File: src/bal_defs.svh
`ifndef BAL_DEFS_SVH
`define BAL_DEFS_SVH

// =====================================================================
// Operation codes on the op port.
`define BAL_OP_SUB      5'h00
`define BAL_OP_SBB      5'h01
`define BAL_OP_INC      5'h02
`define BAL_OP_DEC      5'h03
`define BAL_OP_DECP     5'h04
`define BAL_OP_PADD     5'h05
`define BAL_OP_FIX      5'h06
`define BAL_OP_AND      5'h07
`define BAL_OP_XOR      5'h08
`define BAL_OP_OR       5'h09
`define BAL_OP_CMP      5'h0a
`define BAL_OP_RLC      5'h0b
`define BAL_OP_RRC      5'h0c
`define BAL_OP_RAL      5'h0d
// Operand source codes on the src port.
`define BAL_SRC_REG     2'h0
`define BAL_SRC_MEM     2'h1
`define BAL_SRC_IMM     2'h2
// State counts per instruction form.
`define BAL_ST_4        4'h4
`define BAL_ST_5        4'h5
`define BAL_ST_7        4'h7
`define BAL_ST_10       4'ha
// Decimal fixup constants.
`define BAL_NIB_LIMIT   4'h9
`define BAL_FIX_ADD     4'h6
// Reset values.
`define BAL_RST_BYTE    8'h00
`define BAL_RST_WORD    16'h0000
`endif

File: src/bal_pkg.sv
package bal_pkg;
  // Sequencer phases of one instruction.
  typedef enum logic [1:0] {
    BAL_IDLE,
    BAL_FETCH,
    BAL_RUN,
    BAL_WRITE
  } bal_state_t;
  // Five condition flags.
  typedef struct packed {
    logic sign;
    logic zero;
    logic nibble_carry_bit;
    logic parity;
    logic carry_bit;
  } bal_flags_t;
endpackage

File: src/bal_res_if.sv
`timescale 1ns/100ps
`default_nettype none
// Result bundle between the arithmetic core and the sequencer.
interface bal_res_if;
  logic [7:0]         a_in;     // Accumulator operand.
  logic [7:0]         b_in;     // Second operand.
  logic [4:0]         op;       // Operation code.
  bal_pkg::bal_flags_t f_in;    // Flags before the operation.
  logic [7:0]         res;      // Eight-bit result.
  bal_pkg::bal_flags_t f_out;   // Flags after the operation.
  modport core (input a_in, input b_in, input op, input f_in, output res, output f_out);
  modport user (output a_in, output b_in, output op, output f_in, input res, input f_out);
endinterface
`default_nettype wire

File: src/bal_top.sv
`timescale 1ns/100ps
`default_nettype none
`include "bal_defs.svh"
// Byte arithmetic and logic datapath with its own accumulator, flags and pointer pair.
// One clock is one processor state; the state counts of each form are kept unless a memory fetch runs late.
module bal_top (
  input  wire logic                clk,
  input  wire logic                nrst,
  input  wire logic                start,
  input  wire logic [4:0]          op,
  input  wire logic [1:0]          src,
  input  wire logic [7:0]          reg_operand,
  input  wire logic [7:0]          imm_byte,
  input  wire logic [15:0]         pair_operand,
  input  wire logic [7:0]          mem_rdata,
  input  wire logic                mem_rvalid,
  input  wire logic                acc_load,
  input  wire logic [7:0]          acc_load_val,
  input  wire logic                ptr_load,
  input  wire logic [15:0]         ptr_load_val,
  output logic [7:0]               acc,
  output bal_pkg::bal_flags_t      flags,
  output logic [15:0]              pointer_pair,
  output logic [15:0]              pair_result,
  output logic [7:0]               reg_result,
  output logic                     reg_wr,
  output logic                     pair_wr,
  output logic                     mem_rd,
  output logic                     mem_wr,
  output logic [15:0]              mem_addr,
  output logic [7:0]               mem_wdata,
  output logic                     done,
  output logic                     busy
);
  import bal_pkg::*;

  // =====================================================================
  // Held instruction and state.
  bal_state_t  st_q,  st_d;   // Sequencer phase.
  logic [4:0]  op_q;          // Operation being run.
  logic [1:0]  src_q;         // Operand source being used.
  logic [7:0]  opnd_q;        // Captured second operand.
  logic [7:0]  acc_q;         // Accumulator.
  bal_flags_t  flg_q;         // Condition flags.
  logic [15:0] ptr_q;         // Pointer pair.
  logic [15:0] pres_q;        // Pair result.
  logic [7:0]  rres_q;        // Register result.
  logic        reg_wr_q;      // Register write strobe.
  logic        pair_wr_q;     // Pair write strobe.
  logic        mem_rd_q;      // Memory read request.
  logic        mem_wr_q;      // Memory write strobe.
  logic [7:0]  mwd_q;         // Memory write data.
  logic        done_q;        // Completion pulse.
  logic        busy_q;        // Instruction in flight.

  // =====================================================================
  // Decode.
  wire         is_mem   = (src == `BAL_SRC_MEM);
  wire         is_imm   = (src == `BAL_SRC_IMM);
  wire         is_incdec = (op == `BAL_OP_INC) || (op == `BAL_OP_DEC);
  wire         is_pair  = (op == `BAL_OP_DECP) || (op == `BAL_OP_PADD);
  wire         q_incdec = (op_q == `BAL_OP_INC) || (op_q == `BAL_OP_DEC);
  wire         q_cmp    = (op_q == `BAL_OP_CMP);
  wire [7:0]   sel_opnd = is_imm ? imm_byte : reg_operand;
  // State count: memory read-modify-write and pair add take 10.
  wire [3:0]   n_states =
    (op == `BAL_OP_PADD) ? `BAL_ST_10 :
    (is_incdec && is_mem) ? `BAL_ST_10 :
    (is_incdec || op == `BAL_OP_DECP) ? `BAL_ST_5 :
    (is_mem || is_imm) ? `BAL_ST_7 :
    `BAL_ST_4;
  wire [16:0]  psum  = {1'b0, ptr_q} + {1'b0, pair_operand};
  wire [15:0]  pdec  = pair_operand - 16'h0001;

  // =====================================================================
  // Arithmetic core and state timer.
  bal_res_if   rif ();
  assign rif.a_in = acc_q;
  assign rif.b_in = opnd_q;
  assign rif.op   = op_q;
  assign rif.f_in = flg_q;
  bal_core u_core (
    .r (rif)
  );
  wire         t_last;
  wire         t_busy;
  wire         go = start && (st_q == BAL_IDLE);
  bal_timer u_timer (
    .clk    (clk),
    .nrst   (nrst),
    .load   (go),
    .states (n_states),
    .last   (t_last),
    .busy   (t_busy)
  );

  // =====================================================================
  // Sequencer: fetch memory operand, wait out states, then retire.
  always_comb begin
    st_d = st_q;
    case (st_q)
      BAL_IDLE: begin
        if (go) begin
          st_d = (is_mem && !is_pair) ? BAL_FETCH : BAL_RUN;
        end
      end
      BAL_FETCH: begin
        if (mem_rvalid) begin
          st_d = BAL_RUN;
        end
      end
      BAL_RUN: begin
        // Retire on the last state, or at once if the fetch ran late.
        if (t_last || !t_busy) begin
          st_d = BAL_WRITE;
        end
      end
      default: begin
        st_d = BAL_IDLE;
      end
    endcase
  end

  // =====================================================================
  // State register and capture of the instruction.
  always_ff @(posedge clk or negedge nrst) begin
    if (!nrst) begin
      st_q   <= BAL_IDLE;
      op_q   <= 5'h00;
      src_q  <= `BAL_SRC_REG;
      opnd_q <= `BAL_RST_BYTE;
    end else begin
      st_q <= st_d;
      if (go) begin
        op_q   <= op;
        src_q  <= src;
        opnd_q <= sel_opnd;
      end else if (st_q == BAL_FETCH && mem_rvalid) begin
        opnd_q <= mem_rdata;
      end
    end
  end

  // =====================================================================
  // Accumulator, flags and pointer pair update on retire.
  wire retire = (st_q == BAL_WRITE);
  always_ff @(posedge clk or negedge nrst) begin
    if (!nrst) begin
      acc_q <= `BAL_RST_BYTE;
      flg_q <= '0;
      ptr_q <= `BAL_RST_WORD;
    end else if (retire) begin
      if (op_q == `BAL_OP_PADD) begin
        ptr_q <= psum[15:0];
        flg_q.carry_bit <= psum[16];
      end else if (op_q != `BAL_OP_DECP) begin
        flg_q <= rif.f_out;
        if (!q_cmp && !q_incdec) begin
          acc_q <= rif.res;
        end
      end
    end else begin
      if (acc_load) begin
        acc_q <= acc_load_val;
      end
      if (ptr_load) begin
        ptr_q <= ptr_load_val;
      end
    end
  end

  // =====================================================================
  // Result strobes for register, pair and memory targets.
  always_ff @(posedge clk or negedge nrst) begin
    if (!nrst) begin
      pres_q    <= `BAL_RST_WORD;
      rres_q    <= `BAL_RST_BYTE;
      reg_wr_q  <= 1'b0;
      pair_wr_q <= 1'b0;
      mem_wr_q  <= 1'b0;
      mwd_q     <= `BAL_RST_BYTE;
      done_q    <= 1'b0;
    end else begin
      reg_wr_q  <= retire && q_incdec && (src_q != `BAL_SRC_MEM);
      mem_wr_q  <= retire && q_incdec && (src_q == `BAL_SRC_MEM);
      pair_wr_q <= retire && (op_q == `BAL_OP_DECP);
      done_q    <= retire;
      if (retire) begin
        rres_q <= rif.res;
        mwd_q  <= rif.res;
        pres_q <= (op_q == `BAL_OP_PADD) ? psum[15:0] : pdec;
      end
    end
  end

  // Memory read request stands while the operand is awaited.
  always_ff @(posedge clk or negedge nrst) begin
    if (!nrst) begin
      mem_rd_q <= 1'b0;
      busy_q   <= 1'b0;
    end else begin
      mem_rd_q <= (st_d == BAL_FETCH);
      busy_q   <= (st_d != BAL_IDLE);
    end
  end

  assign acc          = acc_q;
  assign flags        = flg_q;
  assign pointer_pair = ptr_q;
  assign pair_result  = pres_q;
  assign reg_result   = rres_q;
  assign reg_wr       = reg_wr_q;
  assign pair_wr      = pair_wr_q;
  assign mem_rd       = mem_rd_q;
  assign mem_wr       = mem_wr_q;
  assign mem_addr     = ptr_q;
  assign mem_wdata    = mwd_q;
  assign done         = done_q;
  assign busy         = busy_q;
endmodule
`default_nettype wire

File: src/bal_core.sv
`timescale 1ns/100ps
`default_nettype none
`include "bal_defs.svh"
// Combinational byte arithmetic and flag logic.
module bal_core (
  bal_res_if.core r
);
  import bal_pkg::*;
  // =====================================================================
  // Arithmetic terms.
  logic [8:0] diff;      // Difference with borrow out in bit 8.
  logic [4:0] ldiff;     // Low nibble difference for the nibble borrow.
  logic       bin;       // Borrow in.
  logic [8:0] inc9;      // Increment result.
  logic [4:0] linc;      // Low nibble increment.
  logic [4:0] ldec;      // Low nibble decrement.
  logic       lo_fix;    // Low nibble needs adjustment.
  logic [7:0] fix1;      // After the first fixup step.
  logic       hi_fix;    // High nibble needs adjustment.
  logic [8:0] fix2;      // After the second fixup step.
  logic [4:0] lfix;      // Low nibble sum of the first step.
  assign bin    = (r.op == `BAL_OP_SBB) ? r.f_in.carry_bit : 1'b0;
  assign diff   = {1'b0, r.a_in} - {1'b0, r.b_in} - {8'h00, bin};
  assign ldiff  = {1'b0, r.a_in[3:0]} - {1'b0, r.b_in[3:0]} - {4'h0, bin};
  assign inc9   = {1'b0, r.b_in} + 9'h001;
  assign linc   = {1'b0, r.b_in[3:0]} + 5'h01;
  assign ldec   = {1'b0, r.b_in[3:0]} - 5'h01;
  assign lo_fix = (r.a_in[3:0] > `BAL_NIB_LIMIT) || r.f_in.nibble_carry_bit;
  assign lfix   = {1'b0, r.a_in[3:0]} + (lo_fix ? {1'b0, `BAL_FIX_ADD} : 5'h00);
  assign fix1   = r.a_in + (lo_fix ? {4'h0, `BAL_FIX_ADD} : 8'h00);
  assign hi_fix = (fix1[7:4] > `BAL_NIB_LIMIT) || r.f_in.carry_bit;
  assign fix2   = {1'b0, fix1} + (hi_fix ? {1'b0, `BAL_FIX_ADD, 4'h0} : 9'h000);

  // =====================================================================
  // Result and flag selection per operation.
  always_comb begin
    r.res   = r.a_in;
    r.f_out = r.f_in;
    case (r.op)
      `BAL_OP_SUB, `BAL_OP_SBB, `BAL_OP_CMP: begin
        // Compare produces the same flags; the sequencer skips the write.
        r.res = diff[7:0];
        r.f_out.carry_bit = diff[8];
        r.f_out.nibble_carry_bit = ldiff[4];
      end
      `BAL_OP_INC: begin
        r.res = inc9[7:0];
        r.f_out.nibble_carry_bit = linc[4];
      end
      `BAL_OP_DEC: begin
        r.res = r.b_in - 8'h01;
        r.f_out.nibble_carry_bit = ldec[4];
      end
      `BAL_OP_FIX: begin
        r.res = fix2[7:0];
        r.f_out.carry_bit = fix2[8] | r.f_in.carry_bit;
        r.f_out.nibble_carry_bit = lfix[4];
      end
      `BAL_OP_AND: begin
        r.res = r.a_in & r.b_in;
        r.f_out.carry_bit = 1'b0;
        r.f_out.nibble_carry_bit = 1'b0;
      end
      `BAL_OP_XOR: begin
        r.res = r.a_in ^ r.b_in;
        r.f_out.carry_bit = 1'b0;
        r.f_out.nibble_carry_bit = 1'b0;
      end
      `BAL_OP_OR: begin
        r.res = r.a_in | r.b_in;
        r.f_out.carry_bit = 1'b0;
        r.f_out.nibble_carry_bit = 1'b0;
      end
      `BAL_OP_RLC: begin
        r.res = {r.a_in[6:0], r.a_in[7]};
        r.f_out.carry_bit = r.a_in[7];
      end
      `BAL_OP_RRC: begin
        r.res = {r.a_in[0], r.a_in[7:1]};
        r.f_out.carry_bit = r.a_in[0];
      end
      `BAL_OP_RAL: begin
        r.res = {r.a_in[6:0], r.f_in.carry_bit};
        r.f_out.carry_bit = r.a_in[7];
      end
      default: begin
        r.res = r.a_in;
      end
    endcase
    // Rotates, pair decrement and pair add leave zero, sign and parity alone; all others set them.
    if (r.op != `BAL_OP_RLC && r.op != `BAL_OP_RRC && r.op != `BAL_OP_RAL &&
        r.op != `BAL_OP_DECP && r.op != `BAL_OP_PADD) begin
      r.f_out.zero   = (r.res == 8'h00);
      r.f_out.sign   = r.res[7];
      r.f_out.parity = ~(^r.res);
    end
  end
endmodule
`default_nettype wire

File: src/bal_timer.sv
`timescale 1ns/100ps
`default_nettype none
`include "bal_defs.svh"
// Counts the states of one instruction; flags the last one.
module bal_timer (
  input  wire logic       clk,
  input  wire logic       nrst,
  input  wire logic       load,
  input  wire logic [3:0] states,
  output logic            last,
  output logic            busy
);
  import bal_pkg::*;
  logic [3:0] cnt_q;   // States still to run.
  // =====================================================================
  // Down counter; loading restarts it.
  always_ff @(posedge clk or negedge nrst) begin
    if (!nrst) begin
      cnt_q <= 4'h0;
    end else if (load) begin
      cnt_q <= states - 4'h1;
    end else if (cnt_q != 4'h0) begin
      cnt_q <= cnt_q - 4'h1;
    end
  end
  assign busy = (cnt_q != 4'h0);
  assign last = (cnt_q == 4'h1);
endmodule
`default_nettype wire

File: config.mk
export PLATFORM = sky130hd
export DESIGN_NAME = bal_top
export DESIGN_NICKNAME = d
export VERILOG_FILES = /design/src/bal_pkg.sv /design/src/bal_res_if.sv /design/src/bal_top.sv /design/src/bal_core.sv /design/src/bal_timer.sv
export VERILOG_INCLUDE_DIRS = /design/src
export SDC_FILE = /design/constraint.sdc
export NUM_CORES = 1
export LEC_CHECK = 0
export BUFFER_PORTS_ARGS = -buffer_cell sky130_fd_sc_hd__buf_2
export CELL_PAD_IN_SITES_DETAIL_PLACEMENT = 1
export CELL_PAD_IN_SITES_GLOBAL_PLACEMENT = 1
export CORE_MARGIN = 3
export CORE_UTILIZATION = 35
export DETAILED_ROUTE_END_ITERATION = 6
export PLACE_DENSITY_LB_ADDON = 0.1
export SLEW_MARGIN = 20
export SYNTH_ARGS = -nofsm -noshare
export SYNTH_HDL_FRONTEND = slang
export SYNTH_SLANG_ARGS = --single-unit
File: constraint.sdc
create_clock -name clk -period 10.3 [get_ports clk]
set_input_delay 1.03 -clock clk [delete_from_list [all_inputs] [get_ports clk]]
set_output_delay 1.03 -clock clk [all_outputs]
set_load 0.01 [all_outputs]
==> metrics.md, run 1 <==
| Metric | Value |
|---|---|
| Die X | 146 um |
| Total wire length | 22.7 mm |
| Worst path arrival time | 5.00 ns |
| CP max stage cell | dfrtp_1 |
| First-pass DRT Iterations | 5 |
| Clk pin slew, worst setup/hold paths | 0.07 ns |
| Flops & latches, synth | 80 |
| Setup Buffers After CTS | 0 |
| Initial DRC count | 374 |
| Clock Latency Late Sink | 0.35 ns |
| WP data required | 10.53 ns |
| Kind of critical path | reg2reg |
| Via count | 6511 |
| All-layer global routing usage | 21.3% |
| Max FO, Critical Path | 11 |
| Worst slew margin | 31.6% |
| Warnings, synthesis | 0 |
| Number of synthesized flops with an enable pin | 0 |
| Post-Syn Nets | 976 |
| Buf/Inv on CP | 1 |
| DRC viols | 0 |
| Hold WS | 0.471 ns |
| Antenna-violating nets left | 0 |
| Mapped Cells | 829 |
| Final period util | 46.3% |
| Status | finished clean |
| Nature of the critical path endpoint | register |
| Largest area contributor in the netlist | dfrtp_1 |
| # diodes | 0 |
| Overall power | 0.00283 W |
| Core area | 0.0190 mm^2 |
| Avg Synthesized Cell Area | 8.32 um^2 |
| Antenna violations before repair | 0 |
| Die ar. | 0.0214 mm^2 |
| Post-synth ARST share | 100% |
| Largest stage delay, worst path | 0.60 ns |
| Grt total ovfl | 0 |
| Crit-path leading delay family | adder cells |
| Most frequent CP cell | ha_1 |
| Worst Skew | 0.0131 ns |
| Top cell type's share of synthesized area | 29.0% |
| Synth area leaders | dfrtp_1, ha_1, nand2_1 |
| Max Clk Rate | 0.210 GHz |
| Leakage power | 3.69 nW |
| Crit path time final | 4.77 ns |
| Nets | 1092 |
| Port Buffers | 159 |
| Largest net degree at the start of global routing | 66 |
| Vias in the first global route | 6644 |
| Rows | 50 |
| Io pins | 160 |
| Slew Viols, Final | 0 |
| Hold Path Class | reg2reg |
| # hold bufs at CTS | 0 |
| Mapped cell area | 0.00689 mm^2 |
| Post-DR wirelength/cell | 18.8 um |
| Worst VDD drop | 128 uV |
| Synth top cells by count | nand2_1, dfrtp_1, nor2_1 |
| P per Cell Area | 353 mW/mm^2 |
| CTS resizes | 0 |
| Sink Count | 80 |
| Critical path cell sequence | o21ai_0, nand2b_1, ha_1, inv_1, fa_1, nand3b_1, nor3_1, xnor2_1, a21o_1, ha_1, ha_1, mux2i_1, nor3_1, a221oi_1, o211ai_1, a221o_1, nor2_1, ha_1, xnor2_1, xnor2_1, mux2_2 |
| TritonCTS Buffers | 9 |
| Worst-Margin Slew | 1.02 ns |
| H-Tree Depth | 3 |
| RSZ-0062 raised after global routing | false |
| DR vias/cell | 5.38 |
| CTS tree | yes |
| Final hold vios | 0 |
| Die Y | 146 um |
| Gpl congestion | 0.891 |
| Max cap viols | 0 |
| First-pass GRT wire length | 36.9 mm |
| Share of cells above drive strength 1 | 20.5% |
| Detail Placement HPWL | 17.9 mm |
| Syn-to-layout area delta | 16.3% |
| Count of unique library cells instantiated by Yosys | 76 |
| CTS Root Cell | clkbuf_16 |
| Most numerous cell in the Yosys netlist | nand2_1 |
| Sequential fraction of the synthesis area | 29.0% |
| Synth Flop Type | dfrtp_1 |
| Critical path launch point type | register |
| Total negative slack | 0 ns |
| CTS Buffer Depth | 2 |
| Setup violators final | 0 |
| Initial Utilization | 36.3% |
[through the flow]
step | util, % | instance area [um^2] | worst slack (ns) | instances
floorplan | - | 6890 | 6.03 | 829
finish | 42.2 | 8020 | 5.53 | 1210
CTS | 42.2 | 8020 | 5.55 | 1210
global placement | 40.6 | 7720 | 5.75 | 1194
global route | 42.2 | 8020 | 5.18 | 1210
detailed placement | 40.6 | 7730 | 5.58 | 1194
[placed cells by master, fill, tap and decap left out, drive strengths merged, types with 13 or more instances in the layout]
| master | count |
|---|---|
| o21ai | 67 |
| xor2 | 21 |
| o211ai | 14 |
| nand2 | 99 |
| inv | 47 |
| mux2i | 14 |
| nand3 | 14 |
| xnor2 | 31 |
| nor3 | 21 |
| nor2 | 73 |
| buf | 162 |
| a31oi | 13 |
| a21oi | 57 |
| ha | 65 |
| dfrtp | 80 |
[per-layer routing]
layer	track usage (%)	wire, um	vias up
li1	-	-	3168
met1	30.0	10800	3143
met2	34.2	10500	171
met3	2.73	985	29
met4	6.73	489	0
met5	0	0	-
[worst min-delay path, stage by stage (launching register included)]
cell and delay [ns]:
dfrtp_1 0.34, nand2_1 0.05, nand2_1 0.05
[worst paths after layout]
| kind | from | endpoint | slack, ns | depth (start not counted) |
|---|---|---|---|---|
| setup / recovery | acc[1] | flags[1] | 5.53 | 21 |
| hold / removal | pair_result[8] | pair_result[8] | 0.47 | 2 |
| setup reg to reg | acc[1] | flags[1] | 5.53 | 21 |
| hold reg to reg | pair_result[8] | pair_result[8] | 0.47 | 2 |
| max in group asynchronous | nrst | op_q[0] | 8.61 | 2 |
| min in group asynchronous | nrst | acc[3] | 0.54 | 1 |
[power breakdown]
part           internal, W  leakage (nW)  switching [W]
clock             0.000189         0.133       0.000142
combinational     0.000766          2.59        0.00106
sequential        0.000455         0.967       0.000221
[state kept, by name (all words and copies together) (netlist names)]
name and count:
pair_wr 1, acc 8, op_q 5, mem_addr 16
busy 1, reg_wr 1, pair_result 16, mem_wr 1
u_timer.cnt_q 4, opnd_q 8, mem_rd 1, st_q 2
src_q 2, flags 5, mem_wdata 8, done 1
[layout make-up]
type                    count  area, um^2
flip-flops and latches     80        2000
clock inverters             4        53.8
fillers                  2330       11000
clock buffers              12         236
repair buffers            162         821
inverters                  47         176
multi-input cells         645        4400
well taps                 260         325
[kinds of logic (layout without fill, tap and decap cells)]
group                      Yosys count  count (layout)  share of synthesized area, %
DFF                                 80              80                          29.0
adders and majority gates           70              70                          13.2
AOI/OAI and AO/OA                  245             245                          23.7
buffers and inverters              104             225                          7.19
xor gates and xnor gates            52              52                          6.61
muxes                               15              15                          2.20
and+or+nand+nor                    263             263                          18.1
No activity file was read; power rests on OpenSTA's default activity.
==> inputs of run 2 (changes only) <==
- clock period: 10.3 -> 4.5 ns (I/O delays scaled with it)
==> run 2 against run 1 <==
Compared with the run above: sequential share of layout area down 0.70 points; critical path depth grew 1; sequential cell count unchanged; via count up 1.7%; non-clock buffer count rose by 25; final cell count increased by 2.1%; register-to-register slack worse by 5.3 ns; wire length rose by 2.5%; power grew 140%; die area did not move; first-iteration DRC count increased by 21%.
==> metrics.md, run 2 (same netlist as run 1, synthesis figures left out) <==
| Metric | Value |
|---|---|
| Status | finished clean |
| Logic gate share of total power | 67.7% |
| Largest stage delay, worst path | 0.36 ns |
| Via count | 6623 |
| Nets | 1117 |
| Antenna-violating nets left | 0 |
| All-layer global routing usage | 21.6% |
| Clk pwr share | 11.9% |
| Max cap viols | 0 |
| Share of cells above drive strength 1 | 23.3% |
| Max Clk Rate | 0.234 GHz |
| Filler instances | 2375 |
| # diodes | 0 |
| Vias in the first global route | 6766 |
| Die X | 146 um |
| CP max stage cell | dfrtp_1 |
| First-pass DRT Iterations | 6 |
| Switch share | 49.2% |
| Crit path time final | 4.28 ns |
| Pint | 0.00342 W |
| Leakage power | 3.84 nW |
| Setup violators final | 0 |
| Core area | 0.0190 mm^2 |
| Sequential share of power | 20.4% |
| WP data required | 4.74 ns |
| CTS tree | yes |
| Slew Viols, Final | 0 |
| Most frequent CP cell | ha_1 |
| Rows | 50 |
| DR vias/cell | 5.36 |
| Grt total ovfl | 0 |
| Detail Placement HPWL | 18.5 mm |
| Total wire length | 23.3 mm |
| Max FO, Critical Path | 3 |
| Port Buffers | 159 |
| CTS Buffer Depth | 2 |
| Worst path arrival time | 4.52 ns |
| Initial DRC count | 454 |
| Gpl congestion | 0.859 |
| Kind of critical path | reg2reg |
| DRC viols | 0 |
| Largest net degree at the start of global routing | 42 |
| TritonCTS Buffers | 9 |
| Most common cell after layout, fill and taps aside | buf_2 |
| Die ar. | 0.0214 mm^2 |
| # hold bufs at CTS | 0 |
| Most frequent cells in the layout | buf_2, nand2_1, dfrtp_1 |
| Worst Skew | 0.00974 ns |
| Io pins | 160 |
| Clock Latency Late Sink | 0.36 ns |
| Die Y | 146 um |
| Syn-to-layout area delta | 19.7% |
| H-Tree Depth | 3 |
| Worst-Margin Slew | 1.01 ns |
| Critical path launch point type | register |
| Final period util | 95.1% |
| CTS Root Cell | clkbuf_16 |
| Worst slew margin | 32.7% |
| Critical path cell sequence | o21ai_0, nand2b_1, ha_2, inv_1, fa_2, nand3b_1, xnor2_2, inv_1, nand2_1, a21o_1, ha_1, ha_1, mux2i_1, nor3_1, a221oi_1, o211ai_1, a221o_1, nor2_1, ha_1, xnor2_1, xnor2_1, mux2_2 |
| RSZ-0062 raised after global routing | true |
| P per Cell Area | 816 mW/mm^2 |
| First-pass GRT wire length | 37.1 mm |
| Core Util, Final | 43.4% |
| Worst VDD drop | 295 uV |
| Clk pin slew, worst setup/hold paths | 0.07 ns |
| Hold WS | 0.0897 ns |
| Hold Path Class | in2async |
| Crit-path leading delay family | adder cells |
| Antenna violations before repair | 0 |
| Sw power | 0.00331 W |
| Final hold vios | 0 |
| Sink Count | 80 |
| Nature of the critical path endpoint | register |
| Post-DR wirelength/cell | 18.9 um |
| Initial Utilization | 36.3% |
| Buf/Inv on CP | 2 |
[run 2: cell types whose count changed in the layout (fill, tap and decap cells not counted), sizes merged]
cell,change
clkinv,+1
clkinvlp,-1
inv,+2
buf,+25
clkbuf,-2
[run 2: area by class of cell]
class / instances / area, um^2 / area share, %
clock buffer: 10 / 239 / 2.90
clock inverter: 6 / 75.1 / 0.910
inverter: 47 / 176 / 2.14
multi-input combinational: 645 / 4420 / 53.6
sequential: 80 / 2000 / 24.3
tap: 260 / 325 / 3.94
timing repair buffer: 187 / 1010 / 12.2
[run 2: what timing repair did]
| item | CTS | global route |
|---|---|---|
| resized for setup | 0 | 5 |
| endpoints found under the setup margin | 0 | 1 |
| setup buffers | 0 | 5 |
[run 2: stage by stage]
stage	setup WS (ns)	TNS [ns]	total power (W)	instances	area, um^2
after CTS	0.126	0	0.00667	1230	8190
after detailed placement	0.141	0	0.00584	1214	7870
after global routing	-0.0296	-0.0296	0.00734	1235	8250
after global placement	0.285	0	0.00579	1214	7870
final	0.221	0	0.00673	1235	8250
after floorplan	0.233	0	0.00448	829	6890
[run 2: power by group through the flow]
stage	Sequential [W]	Clock [W]	Combinational [W]
finish	0.00137	0.000801	0.00456
CTS	0.00137	0.000818	0.00448
floorplan	0.00144	0	0.00304
global placement	0.00137	0	0.00442
global route	0.00143	0.000849	0.00506
detailed placement	0.00139	0	0.00445
[run 2: layer usage]
layer | vias to the layer above | track usage (%) | share of wire, %
met2 | 189 | 35.9 | 47
met5 | - | 0 | 0
met3 | 21 | 3.17 | 5.1
met4 | 0 | 4.70 | 1.2
li1 | 3225 | - | -
met1 | 3188 | 29.8 | 47
[run 2: final timing paths]
kind	from	end	slack (ns)	depth (start not counted)
max in group asynchronous	nrst	done	3.44	2
hold / removal	nrst	mem_wdata[2]	0.09	1
min in group clk	ptr_load_val[14]	mem_addr[14]	0.34	2
hold reg to reg	pair_result[9]	pair_result[9]	0.48	2
setup / recovery	acc[1]	flags[1]	0.22	22
setup reg to reg	acc[1]	flags[1]	0.22	22
[run 2: worst register-to-register path, cell delays in order, from the launching register on]
cell,delay (ns)
dfrtp_1,0.36
o21ai_0,0.08
nand2b_1,0.12
ha_2,0.20
inv_1,0.05
fa_2,0.35
nand3b_1,0.24
xnor2_2,0.20
inv_1,0.08
nand2_1,0.06
a21o_1,0.22
ha_1,0.20
ha_1,0.27
mux2i_1,0.14
nor3_1,0.07
a221oi_1,0.21
o211ai_1,0.13
a221o_1,0.31
nor2_1,0.11
ha_1,0.25
xnor2_1,0.14
xnor2_1,0.12
mux2_2,0.26
